$ cat src/inc/pfs_pkg.sv
// Shared constants and types for the pin 3 mux and frame trigger control block
package pfs_pkg;

  // Bus geometry and register data width
  localparam int unsigned PFS_ADDR_W = 8;
  localparam int unsigned PFS_REG_W  = 8;

  // Register indices; byte address is four times the index
  localparam logic [7:0] PFS_IDX_PIN3_CTL   = 8'h13;
  localparam logic [7:0] PFS_IDX_RSVD_FIRST = 8'h14;
  localparam logic [7:0] PFS_IDX_RSVD_LAST  = 8'h17;
  localparam logic [7:0] PFS_IDX_FRAME_PULSE_CONTROL     = 8'h18;
  localparam logic [7:0] PFS_IDX_HIGH_1     = 8'h19;
  localparam logic [7:0] PFS_IDX_HIGH_0     = 8'h1A;
  localparam logic [7:0] PFS_IDX_LOW_1      = 8'h1B;
  localparam logic [7:0] PFS_IDX_LOW_0      = 8'h1C;

  // Values after reset
  localparam logic [7:0] PFS_RST_REG = 8'h00;

  // Field positions of pin3_output_control
  localparam int unsigned PFS_SEL_LSB = 5;
  localparam int unsigned PFS_SRC_LSB = 2;
  localparam int unsigned PFS_VAL_BIT = 1;
  localparam int unsigned PFS_EN_BIT  = 0;

  // Field positions of frame_pulse_control
  localparam int unsigned PFS_MODE_LSB   = 4;
  localparam int unsigned PFS_SINGLE_BIT = 3;
  localparam int unsigned PFS_INIT_BIT   = 2;
  localparam int unsigned PFS_SPLIT_BIT  = 1;
  localparam int unsigned PFS_GENEN_BIT  = 0;

  // Source choices
  localparam logic [2:0] PFS_SRC_RX0 = 3'h0;
  localparam logic [2:0] PFS_SRC_RX1 = 3'h1;
  localparam logic [2:0] PFS_SRC_DEV = 3'h4;

  // Signal choices for a receive port source
  localparam logic [2:0] PFS_SEL_RX_PIN3 = 3'h3;
  localparam logic [2:0] PFS_SEL_RX_LOCK = 3'h4;
  localparam logic [2:0] PFS_SEL_RX_PASS = 3'h5;

  // Signal choices for the device status source
  localparam logic [2:0] PFS_SEL_DEV_LOCAL    = 3'h0;
  localparam logic [2:0] PFS_SEL_DEV_LOCK_OR  = 3'h1;
  localparam logic [2:0] PFS_SEL_DEV_LOCK_AND = 3'h2;
  localparam logic [2:0] PFS_SEL_DEV_PASS_AND = 3'h3;
  localparam logic [2:0] PFS_SEL_DEV_TRIGGER  = 3'h4;

  // Frame trigger source modes
  localparam logic [3:0] PFS_MODE_BC0     = 4'h0;
  localparam logic [3:0] PFS_MODE_BC1     = 4'h1;
  localparam logic [2:0] PFS_MODE_REF_TOP = 3'h3;
  localparam logic [1:0] PFS_MODE_EXT_TOP = 2'h2;

  // Pin synchroniser depth
  localparam int unsigned PFS_SYNC_STAGES = 2;

  // Generator states
  typedef enum logic [2:0] {
    PFS_GEN_IDLE,
    PFS_GEN_RUN_HIGH,
    PFS_GEN_RUN_LOW,
    PFS_GEN_SHOT_HIGH,
    PFS_GEN_SHOT_WAIT
  } pfs_gen_state_e;

  // Byte address of a register index
  function automatic logic [PFS_ADDR_W-1:0] pfs_byte_addr(input logic [7:0] idx);
    return {idx[5:0], 2'b00};
  endfunction

endpackage

$ cat src/rtl/pfs_pulse_gen.sv
// Frame trigger period generator counting ticks of the chosen time base
`timescale 1ns/1ns
module pfs_pulse_gen
  import pfs_pkg::*;
(
  input  wire logic        pclk,
  input  wire logic        presetn,
  input  wire logic        pclken,
  input  wire logic        tick,
  input  wire logic        allow,
  input  wire logic        run,
  input  wire logic        shot,
  input  wire logic        split_mode,
  input  wire logic        start_level,
  input  wire logic [15:0] high_count,
  input  wire logic [15:0] low_count,
  input  wire logic [23:0] half_count,
  output logic             level,
  output logic             busy
);

  pfs_gen_state_e state;
  pfs_gen_state_e next_state;
  logic [23:0]    cnt;
  logic [23:0]    next_cnt;
  logic           next_level;
  logic [23:0]    high_target;
  logic [23:0]    low_target;
  logic           phase_high;
  logic           phase_done;

  // Phase lengths: one shared count or separate high and low counts
  always_comb
  begin
    high_target = split_mode ? half_count : {8'h00, high_count};
    low_target  = split_mode ? half_count : {8'h00, low_count};
    phase_high  = (state == PFS_GEN_RUN_HIGH) || (state == PFS_GEN_SHOT_HIGH);
    phase_done  = tick && (cnt == (phase_high ? high_target : low_target));
  end

  // Next state, counter and output level
  always_comb
  begin
    next_state = state;
    next_cnt   = cnt;
    next_level = level;
    if (!allow)
    begin
      next_state = PFS_GEN_IDLE;
      next_cnt   = 24'h000000;
      next_level = start_level;
    end
    else
    begin
      case (state)
        PFS_GEN_IDLE:
        begin
          // idle level is the start level
          next_level = start_level;
          next_cnt   = 24'h000000;
          if (run)
          begin
            next_state = start_level ? PFS_GEN_RUN_HIGH : PFS_GEN_RUN_LOW;
          end
          else if (shot)
          begin
            next_state = PFS_GEN_SHOT_HIGH;
            next_level = 1'b1;
          end
        end
        PFS_GEN_RUN_HIGH, PFS_GEN_RUN_LOW:
        begin
          if (!run)
          begin
            next_state = PFS_GEN_IDLE;
            next_level = start_level;
            next_cnt   = 24'h000000;
          end
          else if (phase_done)
          begin
            next_cnt   = 24'h000000;
            next_state = phase_high ? PFS_GEN_RUN_LOW : PFS_GEN_RUN_HIGH;
            next_level = !phase_high;
          end
          else if (tick)
          begin
            next_cnt = cnt + 24'h000001;
          end
        end
        PFS_GEN_SHOT_HIGH:
        begin
          if (phase_done)
          begin
            next_cnt   = 24'h000000;
            next_state = PFS_GEN_SHOT_WAIT;
            next_level = 1'b0;
          end
          else if (tick)
          begin
            next_cnt = cnt + 24'h000001;
          end
        end
        PFS_GEN_SHOT_WAIT:
        begin
          // low phase must elapse before a new pulse
          if (phase_done)
          begin
            next_cnt   = 24'h000000;
            next_state = PFS_GEN_IDLE;
            next_level = start_level;
          end
          else if (tick)
          begin
            next_cnt = cnt + 24'h000001;
          end
        end
        default:
        begin
          next_state = PFS_GEN_IDLE;
        end
      endcase
    end
  end

  // State registers, frozen while the clock enable is low
  always_ff @(posedge pclk or negedge presetn)
  begin
    if (!presetn)
    begin
      state <= PFS_GEN_IDLE;
      cnt   <= 24'h000000;
      level <= 1'b0;
      busy  <= 1'b0;
    end
    else if (pclken)
    begin
      state <= next_state;
      cnt   <= next_cnt;
      level <= next_level;
      busy  <= (next_state != PFS_GEN_IDLE);
    end
  end

endmodule // pfs_pulse_gen

$ cat src/rtl/pfs_top.sv
// APB register block, pin 3 output mux and frame trigger control
//
// Contract
// - Source choice 000 is port 0, 001 port 1, 100 device status.
// - Port source: 000-011 remote pins, 100 lock, 101 pass.
// - Status source: local bit, lock OR, lock AND, pass AND, frame trigger.
// - Pin driven only while drive enable is 1; local choice shows stored level.
// - Mode 0000/0001 use back-channel clocks, 011x the reference clock.
// - Modes 1000-1011 take trigger from pins 0-3; others reserved.
// - Writing 1 to bit 3 makes exactly one frame trigger pulse; here only in internal modes, with continuous enable 0 and the generator idle.
// - After a single pulse, wait full duration before another.
// - Single pulse bit clears itself and always reads 0.
// - Split mode 0 uses high and low counts, 1 one 24-bit count.
// - Programmed value N gives a phase of N plus one ticks.
// - Start level bit sets trigger level before generation starts.
//
// Design decision made here: the APB slave port.
`timescale 1ns/1ns
module pfs_top
  import pfs_pkg::*;
(
  input  wire logic                  pclk,
  input  wire logic                  presetn,
  input  wire logic                  pclken,
  input  wire logic                  psel,
  input  wire logic                  penable,
  input  wire logic                  pwrite,
  input  wire logic [PFS_ADDR_W-1:0] paddr,
  input  wire logic [31:0]           pwdata,
  output logic [31:0]                prdata,
  output logic                       pready,
  output logic                       pslverr,
  input  wire logic [3:0]            rx0_remote_pins,
  input  wire logic [3:0]            rx1_remote_pins,
  input  wire logic [1:0]            rx_lock,
  input  wire logic [1:0]            rx_pass,
  input  wire logic [1:0]            rx_port_enable,
  input  wire logic [1:0]            bc_frame_tick,
  input  wire logic                  ref_clk_tick,
  input  wire logic [3:0]            gpio_in,
  output logic                       pin3_out,
  output logic                       pin3_oe,
  output logic                       frame_trigger
);

  // Register fields
  logic [2:0]  pin3_signal_choice;
  logic [2:0]  pin3_source_choice;
  logic        pin3_local_level;
  logic        pin3_drive_enable;
  logic [3:0]  frame_pulse_source_mode;
  logic        one_shot_request;
  logic        pulse_start_level;
  logic        period_split_mode;
  logic        continuous_pulse_enable;
  logic [15:0] pulse_high_count;
  logic [15:0] pulse_low_count;
  logic [2:0]  next_signal_choice;
  logic [2:0]  next_source_choice;
  logic        next_local_level;
  logic        next_drive_enable;
  logic [3:0]  next_source_mode;
  logic        next_one_shot;
  logic        next_start_level;
  logic        next_split_mode;
  logic        next_cont_enable;
  logic [15:0] next_high_count;
  logic [15:0] next_low_count;

  // Bus answer
  logic [31:0] next_prdata;
  logic        next_pready;
  logic        next_pslverr;
  logic        wr_en;
  logic        setup;
  logic [7:0]  rd_byte;
  logic        hit;

  // Pin synchroniser and outputs
  logic [3:0]  gpio_meta;
  logic [3:0]  gpio_sync;
  logic        next_pin3_out;
  logic        next_pin3_oe;
  logic        next_trigger;

  // Frame trigger source decode
  logic        mode_internal;
  logic        mode_external;
  logic        gen_tick;
  logic        gen_level;
  logic        gen_busy;
  logic        trig_level;
  logic [3:0]  rx_pins;
  logic        rx_level;
  logic        dev_level;

  // Register read decode by index, shared by setup-phase read path
  function automatic logic [8:0] reg_read(input logic [PFS_ADDR_W-1:0] addr);
    logic [8:0] r;
    r = {1'b0, PFS_RST_REG};
    if (addr == pfs_byte_addr(PFS_IDX_PIN3_CTL))
    begin
      r = {1'b1, pin3_signal_choice, pin3_source_choice, pin3_local_level,
           pin3_drive_enable};
    end
    else if (addr[1:0] == 2'b00 && addr[7:2] >= PFS_IDX_RSVD_FIRST[5:0]
             && addr[7:2] <= PFS_IDX_RSVD_LAST[5:0])
    begin
      r = {1'b1, PFS_RST_REG};
    end
    else if (addr == pfs_byte_addr(PFS_IDX_FRAME_PULSE_CONTROL))
    begin
      // single pulse bit reads as 0
      r = {1'b1, frame_pulse_source_mode, 1'b0, pulse_start_level,
           period_split_mode, continuous_pulse_enable};
    end
    else if (addr == pfs_byte_addr(PFS_IDX_HIGH_1))
    begin
      r = {1'b1, pulse_high_count[15:8]};
    end
    else if (addr == pfs_byte_addr(PFS_IDX_HIGH_0))
    begin
      r = {1'b1, pulse_high_count[7:0]};
    end
    else if (addr == pfs_byte_addr(PFS_IDX_LOW_1))
    begin
      r = {1'b1, pulse_low_count[15:8]};
    end
    else if (addr == pfs_byte_addr(PFS_IDX_LOW_0))
    begin
      r = {1'b1, pulse_low_count[7:0]};
    end
    return r;
  endfunction

  // Bus phases; answer is prepared in the setup cycle, so no wait states
  always_comb
  begin
    setup        = psel && !penable;
    wr_en        = psel && penable && pwrite && pready;
    {hit, rd_byte} = reg_read(paddr);
    next_pready  = setup;
    next_pslverr = setup && !hit;
    next_prdata  = (setup && !pwrite) ? {24'h000000, rd_byte} : 32'h00000000;
  end

  // Register write decode
  always_comb
  begin
    next_signal_choice = pin3_signal_choice;
    next_source_choice = pin3_source_choice;
    next_local_level   = pin3_local_level;
    next_drive_enable  = pin3_drive_enable;
    next_source_mode   = frame_pulse_source_mode;
    next_one_shot      = 1'b0;
    next_start_level   = pulse_start_level;
    next_split_mode    = period_split_mode;
    next_cont_enable   = continuous_pulse_enable;
    next_high_count    = pulse_high_count;
    next_low_count     = pulse_low_count;
    if (wr_en && paddr == pfs_byte_addr(PFS_IDX_PIN3_CTL))
    begin
      next_signal_choice = pwdata[PFS_SEL_LSB +: 3];
      next_source_choice = pwdata[PFS_SRC_LSB +: 3];
      next_local_level   = pwdata[PFS_VAL_BIT];
      next_drive_enable  = pwdata[PFS_EN_BIT];
    end
    else if (wr_en && paddr == pfs_byte_addr(PFS_IDX_FRAME_PULSE_CONTROL))
    begin
      next_source_mode = pwdata[PFS_MODE_LSB +: 4];
      next_one_shot    = pwdata[PFS_SINGLE_BIT];
      next_start_level = pwdata[PFS_INIT_BIT];
      next_split_mode  = pwdata[PFS_SPLIT_BIT];
      next_cont_enable = pwdata[PFS_GENEN_BIT];
    end
    else if (wr_en && paddr == pfs_byte_addr(PFS_IDX_HIGH_1))
    begin
      next_high_count[15:8] = pwdata[7:0];
    end
    else if (wr_en && paddr == pfs_byte_addr(PFS_IDX_HIGH_0))
    begin
      next_high_count[7:0] = pwdata[7:0];
    end
    else if (wr_en && paddr == pfs_byte_addr(PFS_IDX_LOW_1))
    begin
      next_low_count[15:8] = pwdata[7:0];
    end
    else if (wr_en && paddr == pfs_byte_addr(PFS_IDX_LOW_0))
    begin
      next_low_count[7:0] = pwdata[7:0];
    end
  end

  // Frame trigger source: internal time base or a synchronised pin
  always_comb
  begin
    mode_internal = (frame_pulse_source_mode == PFS_MODE_BC0)
                 || (frame_pulse_source_mode == PFS_MODE_BC1)
                 || (frame_pulse_source_mode[3:1] == PFS_MODE_REF_TOP);
    mode_external = (frame_pulse_source_mode[3:2] == PFS_MODE_EXT_TOP);
    if (frame_pulse_source_mode == PFS_MODE_BC0)
    begin
      gen_tick = bc_frame_tick[0];
    end
    else if (frame_pulse_source_mode == PFS_MODE_BC1)
    begin
      gen_tick = bc_frame_tick[1];
    end
    else
    begin
      gen_tick = ref_clk_tick;
    end
    // reserved modes hold the trigger low
    if (mode_external)
    begin
      trig_level = gpio_sync[frame_pulse_source_mode[1:0]];
    end
    else if (mode_internal)
    begin
      trig_level = gen_level;
    end
    else
    begin
      trig_level = 1'b0;
    end
  end

  // Generator; a single pulse is honoured only with continuous enable clear
  pfs_pulse_gen u_gen (
    .pclk        (pclk),
    .presetn     (presetn),
    .pclken      (pclken),
    .tick        (gen_tick),
    .allow       (mode_internal),
    .run         (continuous_pulse_enable),
    // relies on continuous enable being 0
    .shot        (one_shot_request && !continuous_pulse_enable && !gen_busy),
    .split_mode  (period_split_mode),
    .start_level (pulse_start_level),
    .high_count  (pulse_high_count),
    .low_count   (pulse_low_count),
    .half_count  ({pulse_high_count[7:0], pulse_low_count}),
    .level       (gen_level),
    .busy        (gen_busy)
  );

  // Pin 3 output mux
  always_comb
  begin
    rx_pins = (pin3_source_choice == PFS_SRC_RX1) ? rx1_remote_pins : rx0_remote_pins;
    // per-port signal choice, reserved codes low
    if (pin3_signal_choice <= PFS_SEL_RX_PIN3)
    begin
      rx_level = rx_pins[pin3_signal_choice[1:0]];
    end
    else if (pin3_signal_choice == PFS_SEL_RX_LOCK)
    begin
      rx_level = (pin3_source_choice == PFS_SRC_RX1) ? rx_lock[1] : rx_lock[0];
    end
    else if (pin3_signal_choice == PFS_SEL_RX_PASS)
    begin
      rx_level = (pin3_source_choice == PFS_SRC_RX1) ? rx_pass[1] : rx_pass[0];
    end
    else
    begin
      rx_level = 1'b0;
    end
    // status choices; AND over no enabled port reads low
    case (pin3_signal_choice)
      PFS_SEL_DEV_LOCAL:    dev_level = pin3_local_level;
      PFS_SEL_DEV_LOCK_OR:  dev_level = |(rx_lock & rx_port_enable);
      PFS_SEL_DEV_LOCK_AND: dev_level = (&(rx_lock | ~rx_port_enable)) && |rx_port_enable;
      PFS_SEL_DEV_PASS_AND: dev_level = (&(rx_pass | ~rx_port_enable)) && |rx_port_enable;
      PFS_SEL_DEV_TRIGGER:  dev_level = trig_level;
      default:              dev_level = 1'b0;
    endcase
    if (pin3_source_choice == PFS_SRC_RX0 || pin3_source_choice == PFS_SRC_RX1)
    begin
      next_pin3_out = rx_level;
    end
    else if (pin3_source_choice == PFS_SRC_DEV)
    begin
      next_pin3_out = dev_level;
    end
    else
    begin
      next_pin3_out = 1'b0;
    end
    next_pin3_oe = pin3_drive_enable;
    next_trigger = trig_level;
  end

  // Registers, bus answer, synchroniser and outputs
  always_ff @(posedge pclk or negedge presetn)
  begin
    if (!presetn)
    begin
      pin3_signal_choice      <= 3'h0;
      pin3_source_choice      <= 3'h0;
      pin3_local_level        <= 1'b0;
      pin3_drive_enable       <= 1'b0;
      frame_pulse_source_mode <= 4'h0;
      one_shot_request        <= 1'b0;
      pulse_start_level       <= 1'b0;
      period_split_mode       <= 1'b0;
      continuous_pulse_enable <= 1'b0;
      pulse_high_count        <= 16'h0000;
      pulse_low_count         <= 16'h0000;
      prdata                  <= 32'h00000000;
      pready                  <= 1'b0;
      pslverr                 <= 1'b0;
      gpio_meta               <= 4'h0;
      gpio_sync               <= 4'h0;
      pin3_out                <= 1'b0;
      pin3_oe                 <= 1'b0;
      frame_trigger           <= 1'b0;
    end
    else if (pclken)
    begin
      pin3_signal_choice      <= next_signal_choice;
      pin3_source_choice      <= next_source_choice;
      pin3_local_level        <= next_local_level;
      pin3_drive_enable       <= next_drive_enable;
      frame_pulse_source_mode <= next_source_mode;
      one_shot_request        <= next_one_shot;
      pulse_start_level       <= next_start_level;
      period_split_mode       <= next_split_mode;
      continuous_pulse_enable <= next_cont_enable;
      pulse_high_count        <= next_high_count;
      pulse_low_count         <= next_low_count;
      prdata                  <= next_prdata;
      pready                  <= next_pready;
      pslverr                 <= next_pslverr;
      gpio_meta               <= gpio_in;
      gpio_sync               <= gpio_meta; // Only reader of the first stage
      pin3_out                <= next_pin3_out;
      pin3_oe                 <= next_pin3_oe;
      frame_trigger           <= next_trigger;
    end
  end

endmodule // pfs_top

$ cat config.mk
export PLATFORM = sky130hd
export DESIGN_NAME = pfs_top
export DESIGN_NICKNAME = d
export VERILOG_FILES = /design/src/inc/pfs_pkg.sv /design/src/rtl/pfs_pulse_gen.sv /design/src/rtl/pfs_top.sv
export SDC_FILE = /design/constraint.sdc
export NUM_CORES = 1
export LEC_CHECK = 0
export ABC_AREA = 1
export BUFFER_PORTS_ARGS = -buffer_cell sky130_fd_sc_hd__buf_2
export CAP_MARGIN = 15
export CORE_ASPECT_RATIO = 1.75
export CORE_MARGIN = 5
export CORE_UTILIZATION = 40
export DETAILED_ROUTE_END_ITERATION = 7
export PLACE_DENSITY = 0.62
export SLEW_MARGIN = 20
export SYNTH_ARGS = -nofsm -noshare
export SYNTH_HDL_FRONTEND = slang
export SYNTH_SLANG_ARGS = --single-unit
$ cat constraint.sdc
create_clock -name pclk -period 2.25 [get_ports pclk]
set_input_delay 0.1125 -clock pclk [delete_from_list [all_inputs] [get_ports pclk]]
set_output_delay 0.1125 -clock pclk [all_outputs]
set_load 0.005 [all_outputs]
After elaboration in Yosys (flattened, before gate mapping)
Cells that the tools add are included.
{"block": "totals", "elab_cells": 168, "regBits": 122, "out_inout_bits": 37, "inputBits": 67}
{"block": "op_classes", "addsub": 1, "n_eq_ne": 26, "n_mux": 53, "n_reduce_logical": 49, "bitwise_logic": 9, "magnitude_cmp": 5}
{"operator": "24-bit two-way mux", "n": 7}
{"operator": "24-bit one-hot mux with 3 select lines", "n": 1}
{"operator": "9-bit two-way mux", "n": 7}
{"operator": "8-bit by 7-bit == test with 1-bit output, second input constant", "n": 6}
{"operator": "24-bit by 1-bit adder with 24-bit output, second input constant", "n": 1}
{"operator": "24-bit == test", "n": 1}
{"operator": "1-bit two-way mux", "n": 22}
{"operator": "3-bit two-way mux", "n": 7}
{"operator": "1-bit logical AND", "n": 19}
{"operator": "3-bit by 2-bit == test with 1-bit output, second input constant", "n": 5}
{"operator": "3-bit == test, second input constant", "n": 4}
{"operator": "3-bit one-hot mux with 4 select lines", "n": 1}
{"operator": "5-bit AND reduction", "n": 2}
{"operator": "3-bit by 1-bit == test with 1-bit output, second input constant", "n": 3}
{"operator": "3-bit zero test", "n": 3}
{"operator": "8-bit two-way mux", "n": 1}
{"operator": "4-bit inequality test, second input constant", "n": 2}
{"operator": "2-bit AND reduction", "n": 4}
{"operator": "2-bit OR reduction", "n": 4}
{"operator": "7-bit AND reduction", "n": 1}
{"operator": "6-bit by 5-bit >= comparator with 1-bit output, second input constant", "n": 1}
{"operator": "6-bit by 5-bit <= comparator with 1-bit output, second input constant", "n": 1}
{"operator": "1-bit zero test", "n": 6}
{"operator": "2-bit by 3-bit < comparator with 1-bit output, second input constant", "n": 2}
{"operator": "21 further kinds", "n": 32}

Depth between registers and ports, before layout
Gate-level depths: netlist of run 1.
{"block": "depth", "word_depth": 10, "ltp_mapped": 17}

Modules after synthesis
From an unflattened synthesis of run 1, not the netlist that was laid out.
{"block": "unflattened", "cells_unflattened": 967, "area_unflattened_um2": 6746.5}
{"module": "pfs_top", "cells_each": 496, "area_each_um2": 3950.0, "seq_area_each_um2": 1726.7, "n_inst": 1}
{"module": "pfs_pulse_gen", "cells_each": 471, "area_each_um2": 2796.4, "seq_area_each_um2": 725.7, "n_inst": 1}

Worst setup path before layout of run 1
No wires, ideal clock.
{"block": "synth_path", "kind": "reg-to-reg", "start": "register u_gen.state[2]", "end": "register u_gen.cnt[11]", "slack_ns": 0.238, "path_buffers": 2, "arrival_time_ns": 1.882, "synth_period_minus_slack_ns": 2.012, "path_stages_with_launch": 17, "required_time_ns": 2.120, "cell_sequence": "dfrtp_1 inv_2 nand2_4 nor2_8 buf_4 nand2_1 nand3_1 nand2_1 nor2_1 nand2_1 nor2_2 nand3_2 nand2_4 inv_2 buf_6 o2111ai_1 o21ai_1"}
{"block": "synth_between", "elab_chain_len": 9}
{"element": "start, declared", "line": "pfs_pulse_gen.sv:22", "text": "pfs_gen_state_e state;"}
{"element": "start signal, assigned", "line": "pfs_pulse_gen.sv:137", "text": "state <= next_state;"}
{"element": "3-bit by 1-bit == test with 1-bit output / 3-bit by 2-bit == test with 1-bit output (equally long branches)", "line": "pfs_pulse_gen.sv:37, pfs_pulse_gen.sv:55"}
{"element": "1-bit logical OR", "line": "pfs_pulse_gen.sv:37", "text": "phase_high = (state == PFS_GEN_RUN_HIGH) || (state == PFS_GEN_SHOT_HIGH);"}
{"element": "24-bit two-way mux", "line": "pfs_pulse_gen.sv:38", "text": "phase_done = tick && (cnt == (phase_high ? high_target : low_target));"}
{"element": "24-bit == test", "line": "pfs_pulse_gen.sv:38"}
{"element": "1-bit logical AND", "line": "pfs_pulse_gen.sv:38"}
{"element": "24-bit two-way mux", "line": "pfs_pulse_gen.sv:79", "text": "else if (phase_done)"}
{"element": "24-bit two-way mux", "line": "pfs_pulse_gen.sv:73", "text": "if (!run)"}
{"element": "24-bit one-hot mux with 3 select lines", "line": "pfs_pulse_gen.sv:55", "text": "case (state)"}
{"element": "24-bit two-way mux", "line": "pfs_pulse_gen.sv:47", "text": "if (!allow)"}
{"element": "end signal, assigned", "line": "pfs_pulse_gen.sv:138", "text": "cnt <= next_cnt;"}
{"element": "end, declared", "line": "pfs_pulse_gen.sv:24", "text": "logic [23:0] cnt;"}
Parallel ways exist; a longest one is shown, timed or not.
A chain may end at the register's enable or synchronous reset.

Worst setup path after layout of run 1
{"block": "layout_path", "start": "register u_gen.state[2]", "end": "register u_gen.level"}
{"block": "layout_between", "elab_chain_len": 7}
{"element": "3-bit by 1-bit == test with 1-bit output / 3-bit by 2-bit == test with 1-bit output (equally long branches)", "line": "pfs_pulse_gen.sv:37, pfs_pulse_gen.sv:55"}
{"element": "1-bit logical OR", "line": "pfs_pulse_gen.sv:37"}
{"element": "24-bit two-way mux / 1-bit zero test (equally long branches)", "line": "pfs_pulse_gen.sv:38, pfs_pulse_gen.sv:83"}
{"element": "24-bit == test / 1-bit two-way mux (equally long branches)", "line": "pfs_pulse_gen.sv:38, pfs_pulse_gen.sv:79"}
{"element": "1-bit logical AND / 1-bit two-way mux (equally long branches)", "line": "pfs_pulse_gen.sv:38, pfs_pulse_gen.sv:73"}
{"element": "4-bit inequality test (no source line) (tied with other cells)"}
{"element": "5-bit AND reduction (no source line) / 1-bit two-way mux (equally long branches)"}
{"element": "end signal, assigned", "line": "pfs_pulse_gen.sv:139", "text": "level <= next_level;"}
{"element": "end, declared", "line": "pfs_pulse_gen.sv:18", "text": "output logic level,"}
Parallel ways exist; a longest one is shown, timed or not. The select of a mux whose other input is x is not followed.

==> flow_summary_export.csv, run 1 <==
group,metric,value,unit
timing,finalHoldViolCount,0,
timing,fin_ws,96.08,ps
synth,synth_compound_area_share,14.93,%
setup_path,rr_startpoint,"u_gen.state[2]",
synth,synth-seq-cells,98,
timing,rsz0062_at_grt,"true",
timing,slew_headroom,62.25,%
setup_path,reg2reg_slack,100,ps
detailed_routing,via_per_inst,5.222,
detailed_routing,drt_iter0_markers,304,
setup_path,required,2540,ps
timing,setup-violations-final,0,
outcome,status,"finished, final reports clean",
place,pre_cts_ws,-30.41,ps
run,max_cap_violations,0,
timing,fin_tns_setup,0,ps
setup_path,crit_chain,"inv_2, nand2_4, buf_12, inv_1, buf_4, nand2_1, nand3_1, nand2_2, nor2_1, nand2_1, nor2_2, nand3_4, nand2_4, inv_8, a21oi_4, nand2_1, o21ai_1",
power,p_leak,3.794,nW
detailed_routing,drt-total-wl,21.49,mm
setup_path,cp_slowest_stage_delay,400,ps
setup_path,reg2regPathDepth,17,
final_layout,fin_util,48.58,%
floorplan,initial_core_util,40.41,%
grt,antenna_found_initial,0,
synth,synth_area_leaders,"dfrtp_1 39%, nand2_1 18%, inv_1 7.3%, o21ai_0 7.2%, nand3_1 5.3%",
detailed_routing,drt-pass1-iter-count,5,
grt,first_global_vias,6380,
synth,synth_xor_area_share,2.343,%
timing,fin_crit,2154,ps
power,combPwrFrac,30.5,%
worst_hold_path,worstHoldStart,"pwrite",
timing,fin_crit_sh,95.73,%
grt,grt_usage,23.12,%
setup_path,cp_max_fo,12,
clock_network,clk_pin_slew,80,ps
power,power.density,647.7,nW/µm²
power,clkPwrFrac,32.5,%
synth,yosys.area_share.adder,0.1969,%
synth,ys_top_cells_by_count,"301 x nand2_1, 123 x inv_1, 98 x dfrtp_1, 91 x o21ai_0, 68 x nor2_1",
worst_hold_path,hp-class,"primary input to register",
power,intPower,0.003165,W
clock_network,cts_max_path_buffers,2,
synth,synth.most_common_cell,"nand2_1",
detailed_routing,wl_per_cell,17.41,µm
synth,synth.yosys.seq_area_share,38.60,%
synth,synth_cell_types,39,
synth,synth-edff-count,0,
synth,syn-cell-area,6354,µm²
power,switchingPower,0.001781,W
clock_network,cts_buffers,9,
synth,avgSynthCellArea,6.810,µm²
clock_network,cts.sinks,98,
final_layout,area_growth,20.20,%
timing,slew_violations,0,
place,dpl.hpwl,17.05,mm
synth,synthCells,933,
place,gp_congestion,0.9506,
detailed_routing,ant_nets,0,
setup_path,cp_data_arrival_time,2450,ps
power,ir_drop,0.3955,mV
synth,async_flop_share,100.0,%
grt,overflow,0,
clock_network,h-tree-depth,3,
detailed_routing,vias,6444,
floorplan,die-area,18600,µm²
timing,fmax,464.3,MHz
final_layout,final.fill_count,1646,
synth,netlist.top_cell.by_area,"dfrtp_1",
synth,synth_flop_cell,"dfrtp_1",
grt,grt_first_pass_wirelength,33.54,mm
timing,final.setup_skew,13.76,ps
detailed_routing,drc,0,
final_layout,layout.nets,1108,
synth,ys_warn_count,0,
setup_path,cp-start-kind,"register",
worst_hold_path,hold_depth,4,
setup_path,critical_path_class,"register to register",
clock_network,clk_latency,360,ps
place,io_buffers,55,
floorplan,ioPinCount,104,
setup_path,r2r_end,"u_gen.level",
grt,grt_max_degree,43,
floorplan,coreArea,15720,µm²
floorplan,die_h,176.7,µm
final_layout,layout-drive-gt1-share,15.98,%
synth,synth-simple-area-share,31.80,%
worst_hold_path,worstHoldEndpoint,"prdata[7]",
floorplan,rows,61,
timing,tightestPinTransition,566.2,ps
setup_path,worst_path_most_repeated_cell,"nand2_1",
setup_path,cp_slowest_cell,"dfrtp_1",
power,sw_frac_of_total,36.01,%
floorplan,fp.dieW,105.3,µm
power,pwr-share-seq,37.0,%
synth,synth_top_family_by_area,"simple AND/OR/NAND/NOR gates",
clock_network,cts_tree,"done",
setup_path,cp-end-kind,"register",
synth,synth_mux_area_share,0,%
synth,synth_top_area_share,38.60,%
final_layout,diodes,0,
clock_network,root_buffer,"clkbuf_16",
flip-flops by register name, indices dropped and copies added, names as in the netlist, 3 cells and up:
signal	cells
prdata	8
pin3_source_choice	3
pulse_low_count	16
gpio_meta	4
u_gen.cnt	24
gpio_sync	4
u_gen.state	3
pin3_signal_choice	3
frame_pulse_source_mode	4
pulse_high_count	16
worst max path at each step:
stage / start / end / slack [ps]
floorplan: u_gen.state[2] / u_gen.cnt[11] / 240
global placement: u_gen.state[0] / u_gen.cnt[0] / -7
detailed placement: u_gen.state[0] / u_gen.cnt[0] / -30
CTS: u_gen.state[2] / u_gen.level / 3
global route: u_gen.state[2] / u_gen.state[1] / -60
finish: u_gen.state[2] / u_gen.level / 100
power by group through the flow:
| stage | logic (W) | clock network (W) | registers (W) |
|---|---|---|---|
| 3_3_place_gp | 0.00133 | 0 | 0.00186 |
| 2_1_floorplan | 0.000844 | 0 | 0.00186 |
| 5_1_grt | 0.00168 | 0.00169 | 0.00184 |
| 6_report | 0.00151 | 0.00161 | 0.00183 |
| 3_5_place_dp | 0.00134 | 0 | 0.00186 |
| 4_1_cts | 0.00139 | 0.00163 | 0.00183 |
what timing repair did:
action | 4_1_cts | 5_1_grt
resized for setup | 3 | 32
endpoints found under the setup margin | 9 | 26
pin swaps | 0 | 11
buffers inserted | 0 | 5
endpoints found under the hold margin | 43 | 0
hold buffers | 5 | 0
logic make-up (layout without fill, tap and decap cells):
logic type | Yosys count | after routing
adder cells (fa/ha/maj) | 1 | 1
other | 1 | 24
AND/OR/NAND/NOR | 478 | 478
flip-flops | 98 | 98
buffers and inverters | 173 | 262
XOR/XNOR | 17 | 17
AO/OA/AOI/OAI | 165 | 165
worst max-delay path: cells and delay by family, from the launching register on:
| kind | cells | cell delay [ps] |
|---|---|---|
| and+or+nand+nor | 10 | 940 |
| AOI/OAI and AO/OA | 2 | 230 |
| buffers and inverters | 5 | 530 |
| DFF | 1 | 400 |
layout make-up:
cell class / count / area, µm² / share of cell area (%)
inverters: 127 / 484.2 / 6.340
clock buffers: 9 / 225.2 / 2.949
flip-flops and latches: 98 / 2454 / 32.13
clock inverters: 7 / 80.08 / 1.048
multi-input cells: 685 / 3326 / 43.55
well taps: 189 / 236.5 / 3.096
repair buffers: 119 / 832.0 / 10.89
placed cells by master (no fill, tap or decap), drive strengths merged, types with 4 or more instances in the layout:
| cell type | count |
|---|---|
| o31ai | 6 |
| nor3 | 11 |
| clkbuf | 9 |
| nor2 | 71 |
| nand4 | 15 |
| inv | 131 |
| nand3 | 70 |
| o22ai | 15 |
| a22oi | 4 |
| o211ai | 12 |
| dlygate4sd3 | 5 |
| conb | 24 |
| o21ai | 103 |
| nand2 | 304 |
| nor4 | 6 |
| o2111ai | 4 |
| xor2 | 17 |
| buf | 114 |
| dfrtp | 98 |
| a21oi | 13 |
through the flow:
stage	hold slack, ps	power (W)	area [µm²]	instances
global route	117.4	0.005204	7637	1234
global placement	149.3	0.003190	7107	1208
finish	85.21	0.004947	7637	1234
floorplan	-183.1	0.002704	6440	956
CTS	86.33	0.004847	7480	1229
detailed placement	146.5	0.003199	7107	1208
layer usage:
metal	global-route usage, %	vias to the layer above	share of wire (%)
li1	-	3198	-
met1	23.79	3001	36
met2	43.34	185	55
met3	2.410	60	3.1
met4	15.04	0	6.4
met5	0	-	0
No activity file was read; power rests on OpenSTA's default activity.
==> run 2, diff against run 1 <==
--- a/config.mk
+++ b/config.mk
@@ -12,6 +12,7 @@
 export CORE_MARGIN = 5
 export CORE_UTILIZATION = 40
 export DETAILED_ROUTE_END_ITERATION = 7
+export MAX_ROUTING_LAYER = met4
 export PLACE_DENSITY = 0.62
 export SLEW_MARGIN = 20
 export SYNTH_ARGS = -nofsm -noshare
==> constraint.sdc (replaced) <==
create_clock -name pclk -period 2.25 [get_ports pclk]
set_input_delay 0.3375 -clock pclk [delete_from_list [all_inputs] [get_ports pclk]]
set_output_delay 0.3375 -clock pclk [all_outputs]
set_load 0.005 [all_outputs]
==> flow_summary_export.csv, run 2 (synthesized netlist as in run 1, its figures left out) <==
group,metric,value,unit
worst_hold_path,hp-class,"primary input to register",
floorplan,die_h,176.7,µm
power,finalPower,0.004891,W
timing,fin_crit,2143,ps
final_layout,diodes,0,
final_layout,final.fill_count,1623,
final_layout,fin_util,49.33,%
detailed_routing,wl_met3,663,µm
floorplan,ioPinCount,104,
clock_network,root_buffer,"clkbuf_16",
place,place_area,7254,µm²
floorplan,rows,61,
detailed_routing,route.top_layer_used,"met4",
setup_path,cp.depth,15,
timing,slew_violations,0,
power,power.density,630.6,nW/µm²
setup_path,cp_slowest_cell,"dfrtp_1",
timing,tightestPinTransition,516.3,ps
setup_path,crit_chain,"inv_4, nand2_8, nor2_4, buf_6, nand2_1, nand2_1, nand2_1, nand2_1, nor2_1, nand2_1, nor2_2, nand3_4, nand2_4, buf_4, o31ai_1",
detailed_routing,drt-pass1-iter-count,5,
detailed_routing,drt-total-wl,21.90,mm
setup_path,reg2reg_slack,110,ps
place,gp_congestion,0.9779,
grt,antenna_found_initial,0,
timing,slew_headroom,65.49,%
detailed_routing,met2_length,11.84,mm
setup_path,critical_path.top_delay_family,"simple AND/OR/NAND/NOR gates",
grt,overflow,0,
grt,grt_usage,24.45,%
detailed_routing,met1_length,7.805,mm
setup_path,required,2510,ps
final_layout,final_area,7756,µm²
clock_network,clk_latency,350,ps
clock_network,cts.sinks,98,
setup_path,cp-start-kind,"register",
detailed_routing,vias,6552,
final_layout,largest_reg_flops,24,
setup_path,critical_path_class,"register to register",
grt,grt_first_pass_wirelength,34.43,mm
final_layout,layout-drive-gt1-share,17.54,%
clock_network,clk_pin_slew,80,ps
timing,finalHoldViolCount,0,
setup_path,cp_max_fo,8,
power,ir_drop,0.3175,mV
run,max_cap_violations,0,
timing,rsz0062_at_grt,"true",
clock_network,cts_tree,"done",
place,dpl.hpwl,17.38,mm
final_layout,layout.nets,1118,
floorplan,initial_core_util,40.41,%
clock_network,cts_setup_buffers,0,
timing,fin_tns_setup,0,ps
detailed_routing,ant_nets,0,
worst_hold_path,hold_depth,3,
final_layout,final_cell_mix,"294 x nand2_1, 122 x inv_1, 97 x dfrtp_1",
setup_path,cp-end-kind,"register",
final_layout,reg_top3,"u_gen.cnt: 24 flops, pulse_high_count: 16 flops, pulse_low_count: 16 flops",
timing,fmax,466.7,MHz
timing,final.setup_skew,13.28,ps
setup_path,cp_num_buf_inv,3,
grt,first_global_vias,6421,
floorplan,fp.dieW,105.3,µm
clock_network,cts_max_path_buffers,2,
detailed_routing,wl_per_cell,17.61,µm
final_layout,area_growth,22.08,%
timing,fin_crit_sh,95.23,%
clock_network,cts_buffers,9,
setup_path,reg2regPathDepth,15,
floorplan,die-area,18600,µm²
setup_path,cp_slowest_stage_delay,420,ps
final_layout,largest_register,"u_gen.cnt",
final_layout,final_common_cell,"nand2_1",
detailed_routing,drc,0,
grt,grt_max_degree,43,
setup_path,worst_path_most_repeated_cell,"nand2_1",
timing,setup-violations-final,0,
detailed_routing,via_per_inst,5.267,
detailed_routing,drt_iter0_markers,311,
setup_path,cp_data_arrival_time,2410,ps
clock_network,h-tree-depth,3,
floorplan,coreArea,15720,µm²
outcome,status,"finished, final reports clean",
place,io_buffers,55,
power,p_leak,3.859,nW
[run 2: cell count changes in the layout (fill, tap and decap cells not counted), moves of 2 or more]
cell / change
nand2_8: +2
nor2_1: -4
buf_4: +12
nor2_2: +2
nor2_4: +3
dlygate4sd3_1: -4
nand2_4: -2
[run 2: cell type report]
type                       instances  area (µm²)  area share [%]
multi-input combinational        686        3369           43.44
timing repair buffer             128       915.9           11.81
clock buffer                       9       225.2           2.904
inverter                         127       486.7           6.275
tap                              189       236.5           3.049
clock inverter                     7       68.82          0.8872
sequential                        98        2454           31.63
[run 2: metal layers]
layer	vias up	global-route usage, %
met3	60	2.008
li1	3209	-
met1	3089	24.42
met4	0	16.43
met2	194	44.46
met5	-	-
[run 2: worst paths after layout]
path / from / to
worst max-delay path: u_gen.state[2] / u_gen.cnt[19]
worst min-delay path: gpio_in[0] / gpio_meta[0]
worst max register to register: u_gen.state[2] / u_gen.cnt[19]
worst min register to register: gpio_sync[2] / gpio_sync[2]
max in group asynchronous: presetn / u_gen.cnt[3]
min in group asynchronous: presetn / u_gen.cnt[21]
[run 2: timing repair]
item	in CTS	in global routing
hold buffers	1	0
cloned	1	1
hold endpoints to repair	17	0
setup endpoints to repair	11	26
pin swaps	2	10
gates resized for setup	4	41
[run 2: per-stage QoR]
stage,hold slack [ps],cells,setup WS [ps]
2_1_floorplan,41.91,956,238.0
3_3_place_gp,240.8,1226,-29.41
3_5_place_dp,247.2,1226,-58.12
4_1_cts,170.1,1244,1.457
5_1_grt,192.0,1244,-30.32
6_report,179.6,1244,107.4
[run 2: tightest hold or removal path: stages]
cell and delay [ps]:
buf_2 70, nand2_1 40, nand2_1 50
[run 2: power breakdown]
group / internal [W] / switching, W / leakage, nW
Clock: 0.000781 / 0.000783 / 0.143
Combinational: 0.000530 / 0.000960 / 2.37
Sequential: 0.00180 / 0.0000392 / 1.35
Total: 0.00311 / 0.00178 / 3.86
==> run 3, diff against run 2 <==
--- a/config.mk
+++ b/config.mk
@@ -5,7 +5,6 @@
 export SDC_FILE = /design/constraint.sdc
 export NUM_CORES = 1
 export LEC_CHECK = 0
-export ABC_AREA = 1
 export BUFFER_PORTS_ARGS = -buffer_cell sky130_fd_sc_hd__buf_2
 export CAP_MARGIN = 15
 export CORE_ASPECT_RATIO = 1.75
==> flow_summary_export.csv, run 3 <==
group,metric,value,unit
setup_path,cp-end-kind,"register",
final_layout,final_cell_mix,"113 x buf_4, 98 x dfrtp_1, 54 x buf_2",
detailed_routing,ant_nets,0,
setup_path,cp-start-kind,"register",
setup_path,cp_num_buf_inv,3,
detailed_routing,drc,0,
timing,tightestPinTransition,534.8,ps
run,max_cap_violations,0,
floorplan,initial_core_util,40.90,%
clock_network,h-tree-depth,3,
synth,synth.yosys.seq_area_share,41.52,%
timing,setup-violations-final,29,
final_layout,largest_register,"u_gen.cnt",
detailed_routing,drt-total-wl,19.39,mm
floorplan,die_h,170.8,µm
place,gp_congestion,0.9895,
final_layout,area_growth,29.65,%
detailed_routing,wl_per_cell,20.57,µm
setup_path,cp_data_arrival_time,2940,ps
final_layout,final_common_cell,"buf_4",
clock_network,cts_tree,"done",
power,power.density,469.9,nW/µm²
synth,netlist.top_cell.by_area,"dfrtp_1",
power,ir_drop,0.4240,mV
timing,slew_headroom,64.35,%
setup_path,cp_slowest_cell,"or3b_4",
timing,slew_violations,0,
synth,synth-seq-cells,98,
outcome,violations,"negative setup slack",
timing,fin_crit,2704,ps
clock_network,cts_buffers,9,
synth,async_flop_share,100.0,%
floorplan,fp.dieW,101.9,µm
setup_path,critical_path_class,"register to register",
synth,ys_warn_count,0,
synth,synth_area_leaders,"dfrtp_1 42%, mux2_2 10%, o21ai_0 4.2%, buf_4 3.2%, nand2_1 3.0%",
grt,grt_usage,23.61,%
clock_network,clk_latency,360,ps
detailed_routing,via_per_inst,5.793,
floorplan,ioPinCount,104,
grt,grt_max_degree,99,
synth,synth_top_area_share,41.52,%
floorplan,coreArea,14440,µm²
floorplan,die-area,17390,µm²
power,finalPower,0.003599,W
outcome,status,"finished, violations left",
setup_path,cp_slowest_stage_delay,450,ps
power,p_leak,3.552,nW
synth,synth_cell_types,69,
grt,first_global_vias,5619,
final_layout,diodes,0,
synth,synth-edff-count,0,
final_layout,largest_reg_flops,24,
floorplan,rows,58,
synth,avgSynthCellArea,9.812,µm²
detailed_routing,drt_iter0_markers,367,
detailed_routing,drt-pass1-iter-count,7,
timing,fin_tns_setup,-9704,ps
timing,finalHoldViolCount,0,
timing,rsz0062_at_grt,"true",
clock_network,cts_max_path_buffers,2,
final_layout,reg_top3,"u_gen.cnt: 24 flops, pulse_high_count: 16 flops, pulse_low_count: 16 flops",
synth,synth_flop_cell,"dfrtp_1",
setup_path,cp_max_fo,8,
worst_hold_path,hp-class,"primary input to asynchronous set/reset pin",
setup_path,crit_chain,"or3b_4, buf_4, nor3_1, a221oi_1, buf_4, nor4_4, buf_6, o21bai_1, a31oi_4, mux2_4",
clock_network,clk_pin_slew,70,ps
synth,ys_top_cells_by_count,"98 x dfrtp_1, 53 x mux2_2, 49 x o21ai_0, 47 x nand2_1, 28 x inv_1",
setup_path,critical_path.top_delay_family,"simple AND/OR/NAND/NOR gates",
final_layout,layout.nets,826,
timing,whs,12.49,ps
timing,final.setup_skew,9.139,ps
timing,fin_crit_sh,120.2,%
grt,overflow,0,
timing,fmax,369.8,MHz
place,dpl.hpwl,15.12,mm
timing,fin_ws,-453.8,ps
clock_network,holdBufCountCts,0,
grt,grt_first_pass_wirelength,30.36,mm
grt,antenna_found_initial,0,
clock_network,root_buffer,"clkbuf_16",
synth,synthCells,602,
final_layout,final_area,7659,µm²
synth,synth.most_common_cell,"dfrtp_1",
synth,syn-cell-area,5907,µm²
setup_path,worst_path_most_repeated_cell,"buf_4",
clock_network,cts.sinks,98,
place,place_area,7211,µm²
setup_path,required,2490,ps
final_layout,layout-drive-gt1-share,37.61,%
detailed_routing,vias,5463,
place,io_buffers,55,
run 3: changes by cell type after synthesis, moves of 11 or more:
| cell | change |
|---|---|
| mux2_2 | +53 |
| xor2_1 | -12 |
| o21ai_1 | -12 |
| a31oi_1 | +13 |
| nand3_1 | -48 |
| xnor2_1 | +16 |
| o21ai_0 | -42 |
| clkbuf_1 | +11 |
| and3_1 | +11 |
| inv_1 | -95 |
| mux2i_1 | +17 |
| nor2_1 | -42 |
| nand2_1 | -254 |
run 3: what timing repair did:
item	CTS	global route
resized for setup	7	18
pin swaps	0	6
setup endpoints to repair	29	29
cloned	0	0
buffers inserted	1	4
run 3: through the flow:
step | std cells | worst slack, ps | util, %
after detailed placement | 923 | -474.1 | 49.93
after CTS | 940 | -416.2 | 52.33
final | 943 | -453.8 | 53.03
after floorplan | 625 | -302.9 | -
after global routing | 943 | -562.1 | 53.03
after global placement | 923 | -391.1 | 49.93
run 3: logic make-up (layout without fill, tap and decap cells):
logic type	count (synthesis)	in the layout	share of synthesized area (%)
buffers and inverters	85	223	7.604
AOI/OAI and AO/OA	144	144	16.44
muxes	75	75	14.70
DFF	98	98	41.52
adders and majority gates	2	2	0.3812
and+or+nand+nor	176	176	16.18
xor gates and xnor gates	21	21	3.114
other	1	24	0.06348
run 3: metal layers:
layer | global-route usage, % | part of all wire [%]
met5 | - | 0
met4 | 14.62 | 6.3
met3 | 3.509 | 4.2
met2 | 41.76 | 55
met1 | 23.95 | 35
run 3: cell type report:
cell class / count / area [µm²]
clock buffer: 10 / 239.0
timing repair buffer: 178 / 1295
sequential: 98 / 2452
clock inverter: 6 / 55.05
tap: 180 / 225.2
multi-input combinational: 442 / 3283
inverter: 29 / 108.9
fill: 1308 / 6783
run 3: power breakdown:
group	internal, W	switching, W	total (W)
Combinational	0.0000968	0.000154	0.000250
Sequential	0.00179	0.0000155	0.00180
Clock	0.000805	0.000742	0.00155
Total	0.00269	0.000911	0.00360
run 3: final timing paths:
| check | from | to | slack [ps] | depth (start not counted) |
|---|---|---|---|---|
| max | u_gen.state[2] | u_gen.level | -450 | 10 |
| min | presetn | gpio_meta[1] | 10 | 2 |
| max reg2reg | u_gen.state[2] | u_gen.level | -450 | 10 |
| min reg2reg | prdata[1] | prdata[1] | 480 | 1 |
| max in group asynchronous | presetn | u_gen.cnt[21] | 1810 | 2 |
| min in group pclk | gpio_in[3] | gpio_meta[3] | 210 | 2 |
